--- config.mk ---
export PLATFORM = sky130hd
export DESIGN_NAME = tcs_timer
export DESIGN_NICKNAME = d
export VERILOG_FILES = /design/src/tcs_pkg.sv /design/src/tcs_timer.sv
export SDC_FILE = /design/constraint.sdc
export NUM_CORES = 1
export LEC_CHECK = 0
export ABC_AREA = 1
export BUFFER_PORTS_ARGS = -buffer_cell sky130_fd_sc_hd__clkbuf_2
export CELL_PAD_IN_SITES_DETAIL_PLACEMENT = 2
export CELL_PAD_IN_SITES_GLOBAL_PLACEMENT = 2
export CORE_MARGIN = 8
export CORE_UTILIZATION = 32
export DETAILED_ROUTE_END_ITERATION = 10
export HOLD_SLACK_MARGIN = 0.12
export PLACE_DENSITY_LB_ADDON = 0.1
export SETUP_SLACK_MARGIN = 0.4
export SKIP_LAST_GASP = 1
export SYNTH_ARGS = -nofsm -noshare
export SYNTH_HDL_FRONTEND = slang
export SYNTH_SLANG_ARGS = --single-unit
--- constraint.sdc ---
create_clock -name i_clk -period 2.6 [get_ports i_clk]
set_input_delay 0.52 -clock i_clk [delete_from_list [all_inputs] [get_ports i_clk]]
set_output_delay 0.52 -clock i_clk [all_outputs]
set_load 0.02 [all_outputs]
--- src/tcs_pkg.sv ---
// Constants, modes and state record for the compare timer with slave sync
// Notes on behaviour
// [RULE1] Delay bit postpones own trigger reaction one cycle
// [RULE2] One-pulse retriggers even at period value
// [RULE3] Software keeps delay bit clear unless needed
// [RULE4] Every counter-compare match raises an event
// [RULE5] Edge mode: period then zero both fire
// [RULE6] Center crest: period-1 then period both fire
// [RULE7] Center valley: one then zero both fire
// [RULE8] Toggle mode inverts output on each event
// [RULE9] Every center-mode event sets compare flag
// [RULE10] Output clear works in reset-type slave modes
// [RULE11] Slave reset releases output clear, no lost cycle
// [RULE12] Break with automatic enable clears output
// [RULE13] Compare and period sampled every counter cycle
package tcs_pkg;

  // ----------------------------------------
  // Widths
  // ----------------------------------------
  localparam int TCS_CW = 16;  // Counter width
  localparam int TCS_RW = 8;   // Repetition counter width

  // ----------------------------------------
  // Slave mode selections
  // ----------------------------------------
  localparam logic [3:0] TCS_SLV_OFF     = 4'h0;  // Internal clock only
  localparam logic [3:0] TCS_SLV_RESET   = 4'h4;  // Trigger edge resets counter
  localparam logic [3:0] TCS_SLV_RST_TRG = 4'h8;  // Trigger edge resets and starts
  localparam logic [3:0] TCS_SLV_GAT_RST = 4'h9;  // Level gates, edge resets

  // ----------------------------------------
  // Output compare modes
  // ----------------------------------------
  localparam logic [1:0] TCS_OC_FROZEN = 2'h0;  // Reference holds
  localparam logic [1:0] TCS_OC_TOGGLE = 2'h1;  // Reference inverts on match
  localparam logic [1:0] TCS_OC_PWM    = 2'h2;  // Active while counter below compare

  // ----------------------------------------
  // Reset values
  // ----------------------------------------
  localparam logic [TCS_CW-1:0] TCS_CNT_RST = 16'h0000;  // Counter
  localparam logic [TCS_CW-1:0] TCS_PER_RST = 16'hFFFF;  // Sampled period
  localparam logic [TCS_CW-1:0] TCS_CMP_RST = 16'h0000;  // Sampled compare
  localparam logic [TCS_RW-1:0] TCS_REP_RST = 8'h00;     // Repetition counter

  // ----------------------------------------
  // Counting direction, one-hot
  // ----------------------------------------
  typedef enum logic [1:0] {
    TCS_DIR_UP   = 2'b01,
    TCS_DIR_DOWN = 2'b10
  } tcs_dir_type;

  // ----------------------------------------
  // Configuration carried as one record
  // ----------------------------------------
  typedef struct packed {
    logic              counter_enable;           // Counter may run
    logic              one_pulse_enable;         // Stop at update event
    logic [3:0]        slave_mode_select;        // Slave mode
    logic              master_slave_delay;       // Delay own trigger reaction
    logic              center_aligned;           // Up-down counting
    logic [1:0]        output_mode;              // Compare output mode
    logic              clear_enable;             // Honour output clear input
    logic              automatic_output_enable;  // Re-enable output at update
    logic [TCS_CW-1:0] period_value;             // Period
    logic [TCS_CW-1:0] compare_value;            // Compare
    logic [TCS_RW-1:0] repetition_count_reg;     // Repetition reload
  } tcs_cfg_type;

  // ----------------------------------------
  // Whole state of the timer
  // ----------------------------------------
  typedef struct packed {
    logic [TCS_CW-1:0] counter_value;  // Running counter
    tcs_dir_type       dir;            // Direction
    logic [TCS_RW-1:0] rep;            // Repetition down-counter
    logic [TCS_CW-1:0] cmp;            // Sampled compare
    logic [TCS_CW-1:0] per;            // Sampled period
    logic              counting;       // Counter running
    logic              trig_q;         // Previous trigger level
    logic              trig_pend;      // Trigger edge held one cycle
    logic              ocref;          // Compare reference
    logic              clr_latch;      // Output held clear
    logic              moe;            // Main output enable
    logic              flag;           // Sticky compare flag
    logic              event_p;        // Compare event pulse
    logic              update_p;       // Update event pulse
    logic              trgo;           // Trigger out to slaves
    logic              out;            // Driven output
  } tcs_state_type;

endpackage

--- src/tcs_timer.sv ---
// Compare timer with one-pulse, slave sync, output clear and break
`timescale 1ns/10ps
module tcs_timer (
  // Clock and reset
  input  wire logic                  i_clk,
  input  wire logic                  i_reset_n,
  input  wire logic                  i_clk_en,
  // Configuration
  input  wire tcs_pkg::tcs_cfg_type  i_cfg,
  // Control strobes
  input  wire logic                  i_start,
  input  wire logic                  i_flag_clear,
  input  wire logic                  i_output_enable_set,
  // External signals
  input  wire logic                  i_trigger,
  input  wire logic                  i_ocref_clr,
  input  wire logic                  i_break_input,
  // Status and outputs
  output logic [tcs_pkg::TCS_CW-1:0] o_counter_value,
  output logic                       o_counting,
  output logic                       o_direction_down,
  output logic                       o_compare_event,
  output logic                       o_compare_flag,
  output logic                       o_update_event,
  output logic                       o_trigger_out,
  output logic                       o_output,
  output logic                       o_output_enable
);
  import tcs_pkg::*;

  // ----------------------------------------
  // State and decode
  // ----------------------------------------
  tcs_state_type s;       // Registered state
  tcs_state_type next_s;  // Next state
  logic trig_edge;        // Rising edge of trigger
  logic act;              // Trigger as the counter sees it
  logic gate;             // Counting allowed this cycle
  logic match;            // Counter equals compare
  logic reset_type;       // Mode where trigger resets counter
  logic upd_raw;          // Overflow or underflow
  logic slave_rst;        // Counter reset by trigger

  // ----------------------------------------
  // Combinational decode of trigger and gate
  // ----------------------------------------
  always_comb begin
    trig_edge  = i_trigger & ~s.trig_q;
    // [RULE1] delay reaction
    act        = i_cfg.master_slave_delay ? s.trig_pend : trig_edge;
    reset_type = (i_cfg.slave_mode_select == TCS_SLV_RESET) ||
                 (i_cfg.slave_mode_select == TCS_SLV_RST_TRG) ||
                 (i_cfg.slave_mode_select == TCS_SLV_GAT_RST);
    slave_rst  = act & reset_type;
    gate       = s.counting & i_cfg.counter_enable &
                 ((i_cfg.slave_mode_select != TCS_SLV_GAT_RST) | i_trigger);
    // [RULE4] match on sampled compare
    match      = gate & (s.counter_value == s.cmp);
  end

  // ----------------------------------------
  // Next-state logic
  // ----------------------------------------
  always_comb begin
    // Everything holds while the clock enable is low, pulses too
    next_s          = s;
    upd_raw         = 1'b0;
    if (i_clk_en) begin
      // Pulses last one enabled cycle
      next_s.event_p  = 1'b0;
      next_s.update_p = 1'b0;
      next_s.trgo     = 1'b0;
      // [RULE13] sample each cycle
      next_s.cmp       = i_cfg.compare_value;
      next_s.per       = i_cfg.period_value;
      next_s.trig_q    = i_trigger;
      next_s.trig_pend = trig_edge & i_cfg.master_slave_delay;
      // Slaves see the edge one cycle later through this output
      next_s.trgo      = trig_edge;
      // Counter advance
      if (gate) begin
        if (!i_cfg.center_aligned) begin
          // [RULE5] period then zero
          if (s.counter_value >= s.per) begin
            next_s.counter_value = TCS_CNT_RST;
            upd_raw              = 1'b1;
          end else begin
            next_s.counter_value = s.counter_value + 1'b1;
          end
          next_s.dir = TCS_DIR_UP;
        end else begin
          case (s.dir)
            TCS_DIR_UP: begin
              // [RULE6] crest turn
              if (s.counter_value >= s.per) begin
                next_s.dir           = TCS_DIR_DOWN;
                next_s.counter_value = (s.per == TCS_CNT_RST) ? TCS_CNT_RST : s.per - 1'b1;
                upd_raw              = 1'b1;
              end else begin
                next_s.counter_value = s.counter_value + 1'b1;
              end
            end
            TCS_DIR_DOWN: begin
              // [RULE7] valley turn
              if (s.counter_value == TCS_CNT_RST) begin
                next_s.dir           = TCS_DIR_UP;
                next_s.counter_value = (s.per == TCS_CNT_RST) ? TCS_CNT_RST : TCS_CNT_RST + 1'b1;
                upd_raw              = 1'b1;
              end else begin
                next_s.counter_value = s.counter_value - 1'b1;
              end
            end
            default: begin
              next_s.dir = TCS_DIR_UP;
            end
          endcase
        end
      end
      // Repetition counter filters update events
      if (upd_raw) begin
        if (s.rep == TCS_REP_RST) begin
          next_s.update_p = 1'b1;
          next_s.rep      = i_cfg.repetition_count_reg;
        end else begin
          next_s.rep = s.rep - 1'b1;
        end
      end
      // One-pulse stops the counter at the update event
      if (next_s.update_p && i_cfg.one_pulse_enable) begin
        next_s.counting = 1'b0;
      end
      // Software start and stop
      if (i_start) begin
        next_s.counting = 1'b1;
      end
      if (!i_cfg.counter_enable) begin
        next_s.counting = 1'b0;
      end
      // [RULE2] trigger restart wins
      if (slave_rst && i_cfg.counter_enable) begin
        next_s.counter_value = TCS_CNT_RST;
        next_s.dir           = TCS_DIR_UP;
        next_s.rep           = i_cfg.repetition_count_reg;
        if (i_cfg.slave_mode_select == TCS_SLV_RST_TRG) begin
          next_s.counting = 1'b1;
        end
      end
      // [RULE8] toggle per event
      if (match) begin
        next_s.event_p = 1'b1;
      end
      case (i_cfg.output_mode)
        TCS_OC_TOGGLE: begin
          if (match) begin
            next_s.ocref = ~s.ocref;
          end
        end
        TCS_OC_PWM: begin
          next_s.ocref = s.counter_value < s.cmp;
        end
        default: begin
          next_s.ocref = s.ocref;
        end
      endcase
      // [RULE9] flag, set beats clear
      if (i_flag_clear) begin
        next_s.flag = 1'b0;
      end
      if (match) begin
        next_s.flag = 1'b1;
      end
      // [RULE11] release on update or slave reset
      if (next_s.update_p || slave_rst) begin
        next_s.clr_latch = 1'b0;
      end
      // [RULE10] clear latch in any slave mode
      if (i_ocref_clr && i_cfg.clear_enable) begin
        next_s.clr_latch = 1'b1;
      end
      // Main output enable: software or automatic re-enable
      if (i_output_enable_set || (i_cfg.automatic_output_enable && next_s.update_p)) begin
        next_s.moe = 1'b1;
      end
      // [RULE12] break forces output off
      if (i_break_input) begin
        next_s.moe = 1'b0;
      end
      next_s.out = next_s.ocref & ~next_s.clr_latch & next_s.moe;
    end
  end

  // ----------------------------------------
  // State register
  // ----------------------------------------
  always_ff @(posedge i_clk or negedge i_reset_n) begin
    if (!i_reset_n) begin
      s               <= '0;
      s.counter_value <= TCS_CNT_RST;
      s.dir           <= TCS_DIR_UP;
      s.rep           <= TCS_REP_RST;
      s.cmp           <= TCS_CMP_RST;
      s.per           <= TCS_PER_RST;
    end else begin
      s <= next_s;
    end
  end

  // ----------------------------------------
  // Outputs straight from flip-flops
  // ----------------------------------------
  assign o_counter_value  = s.counter_value;
  assign o_counting       = s.counting;
  assign o_direction_down = (s.dir == TCS_DIR_DOWN);
  assign o_compare_event  = s.event_p;
  assign o_compare_flag   = s.flag;
  assign o_update_event   = s.update_p;
  assign o_trigger_out    = s.trgo;
  assign o_output         = s.out;
  assign o_output_enable  = s.moe;
endmodule

==> impl_metrics.tcl <==
set metrics [dict create \
    crit_path_max_fanout 6 \
    fmax_mhz 393.7 \
    clock_sinks 69 \
    detailed_place.area_um2 6123 \
    cp-end-kind "register" \
    cp_top_family "simple AND/OR/NAND/NOR gates" \
    yosysWarnings 0 \
    cts_inserted_buffers 9 \
    totalWireLength_um 24130 \
    synth.avg_cell_area_um2 7.193 \
    crit_type "register to register" \
    grt_overflow 0 \
    rsz0062_at_grt "yes" \
    synth_area_um2 5359 \
    whs_ns 0.3715 \
    grt_pass1_vias 6553 \
    rows 47 \
    fin_crit_ns 2.540 \
    ant_nets 0 \
    max-clock-path-buffers 2 \
    antenna_found_initial 0 \
    syn-num-nets 848 \
    yosysSeqAreaShare_pct 32.62 \
    ys_seq_elements 69 \
    yosysUniqueCellTypes 46 \
    p_leak_nw 3.617 \
    multi_input_area_um2 3638 \
    layout.cells.non_filler 1101 \
    num_io_pins 85 \
    synth_edf_count 0 \
    hold_viol 0 \
    grt_usage_pct 20.97 \
    crit_buf_inv 3 \
    max_cap_violations 0 \
    netlist_instances 745 \
    gp_congestion 0.8531 \
    h-tree-depth 3 \
    hpwlAfterDp_um 16800 \
    critPathMaxStageDelay_ns 0.54 \
    worst_slew_pin_slew_ns 0.6878 \
    status "completed" \
    io_buffers 84 \
    slew_violations 0 \
    clock_latency_ns 0.35 \
    clk_pin_slew_ns 0.06 \
    syn_to_final_growth_pct 37.68 \
    final_util_pct 44.81 \
    initial_core_util_pct 32.55 \
    worstPathRequired_ns 2.82 \
    ir_worst_vdd_mv 0.4485 \
    tns_ns 0 \
    seq_area_um2 1754 \
    cts_root_buf "clkbuf_16" \
    ys.flop_type "dfrtp_1" \
    fp.dieH_um 145.4 \
    start_kind "register" \
    cts_tree "yes" \
    setup_violations 0 \
    finClkSkew_ns 0.008233 \
    hold_class "input port to register" \
    drc 0 \
    crit_arrival_ns 2.76 \
    drt_pre_antenna_iters 4 \
    die_width_um 145.4 \
    crit_slowest_cell "dfstp_2" \
    core_area_um2 16470 \
    fill_cells 1905 \
    num_antenna_cells 0 \
    via_count 5773 \
    drt_iter0_markers 266 \
    maxSlewHeadroom_pct 54.15 \
    post-route-period-util_pct 97.69 \
    grt_pass1_wl_um 35220 \
    p_per_area_nw_per_um2 1020 \
    drive_gt1_share_pct 38.25 \
    nNetsFinal 979 \
    finalInstanceArea_um2 7378 \
    viasPerCell 5.243 \
    dieArea_um2 21140 \
    path_cells "inv_1 > ha_1 > nand4_1 > nor3_2 > nand2_4 > nand2_8 > buf_6 > clkinvlp_4 > nand2_2 > o21ai_2 > o21ai_1 > nand2_1" \
    grt_max_degree 75 \
    dp_cells 1050 \
    async_reset_ff_share_pct 100.0 \
    avgRoutedWirePerCell_um 21.91 \
]
[placed cells by master (no fill, tap or decap), types with 12 or more instances in the layout]
master and count:
dfstp_2 17, nor2_2 16, inv_1 71, nand2_1 159, nor3_1 13, a21oi_1 19
nand4_1 13, dfrtp_1 47, o21ai_0 54, nand3_1 26, nand2_2 25, nand2_4 12
nor2_1 41, clkbuf_2 83, ha_1 27, xor2_1 27, buf_4 58, o21ai_1 14
a21oi_2 12, inv_2 20, ha_4 15
[Yosys cell counts (3+ instances only)]
cell type | count | area, µm²
inv_1 | 88 | 330.3
o21ai_1 | 13 | 65.06
clkbuf_1 | 8 | 30.03
nand2_1 | 189 | 709.4
nand3_1 | 36 | 180.2
nor2_2 | 3 | 18.77
ha_1 | 42 | 525.5
o211ai_1 | 9 | 67.56
nand2_2 | 7 | 43.79
xor2_1 | 27 | 236.5
a21oi_1 | 31 | 155.2
nor3_1 | 14 | 70.07
buf_4 | 17 | 127.6
buf_2 | 3 | 15.01
xnor2_1 | 4 | 35.03
dfstp_2 | 17 | 446.7
dfrtp_1 | 52 | 1301
nand4_1 | 13 | 81.33
o21ai_0 | 62 | 310.3
buf_1 | 4 | 15.01
inv_2 | 7 | 26.28
o22ai_1 | 6 | 37.54
nor2_1 | 60 | 225.2
[power by group]
group | total, W | switching [W] | internal [W] | leakage, nW
clock | 0.00137 | 0.000503 | 0.000866 | 0.153
sequential | 0.00164 | 0.000296 | 0.00134 | 0.825
combinational | 0.00452 | 0.00277 | 0.00175 | 2.64
[tightest hold or removal path, delay by kind of cell]
| kind | cells | cell delay (ns) |
|---|---|---|
| buf+inv | 1 | 0.08 |
| simple gates | 2 | 0.09 |
[logic make-up after synthesis]
family | Yosys count | share of synthesized area (%)
AOI/OAI and AO/OA | 134 | 13.99
and+or+nand+nor | 335 | 27.22
DFF | 69 | 32.62
adders and majority gates | 42 | 9.806
buffers and inverters | 131 | 10.72
muxes | 3 | 0.5837
xor gates and xnor gates | 31 | 5.067
[what timing repair did]
| item | in CTS | in global routing |
|---|---|---|
| hold buffers | 1 | 0 |
| gates cloned | 2 | 0 |
| gates resized for setup | 77 | 89 |
| buffers inserted | 19 | 13 |
| pin swaps | 27 | 34 |
| setup endpoints to repair | 31 | 32 |
| hold endpoints to repair | 3 | 0 |
[flip-flops by register name, summed over array words and instances (netlist names)]
signal,count
o_output,1
o_output_enable,1
o_trigger_out,1
o_update_event,1
o_counting,1
o_compare_event,1
s,46
o_compare_flag,1
o_counter_value,16
[path summary, 6_finish.rpt]
check	startpoint	to	slack, ns	cells past startpoint
worst max-delay path	s[19]$_DFFE_PN1P_	o_counter_value[14]$_DFFE_PN0P_	0.06	12
worst min-delay path	i_cfg[8]	s[27]$_DFFE_PN0P_	0.37	3
worst max register to register	s[19]$_DFFE_PN1P_	o_counter_value[14]$_DFFE_PN0P_	0.06	12
worst min register to register	o_output$_DFFE_PN0P_	o_output$_DFFE_PN0P_	0.49	2
max in group asynchronous	i_reset_n	s[26]$_DFFE_PN1P_	1.33	3
min in group asynchronous	i_reset_n	s[30]$_DFFE_PN0P_	0.51	2
[through the flow]
step	total power (W)	setup slack (ns)
3_3_place_gp	0.004747	0.1096
2_1_floorplan	0.003777	0.4496
3_5_place_dp	0.004926	0.05070
4_1_cts	0.006811	0.2575
6_report	0.007527	0.05994
5_1_grt	0.007969	-0.03849
[routing by layer]
| metal | track usage [%] | vias up | share of wire (%) |
|---|---|---|---|
| li1 | - | 2686 | - |
| met1 | 23.60 | 2876 | 40 |
| met2 | 38.43 | 149 | 52 |
| met3 | 3.234 | 62 | 4.1 |
| met4 | 9.058 | 0 | 4.1 |
| met5 | 0 | - | 0 |
[cell type report]
class,count,area share [%]
multi-input cells,545,49.31
flip-flops and latches,69,23.77
repair buffers,153,13.60
inverters,97,5.155
well taps,220,3.731
clock buffers,12,3.341
clock inverters,4,0.9836
repair inverters,1,0.1017
Power figures use the tool's default switching activity.
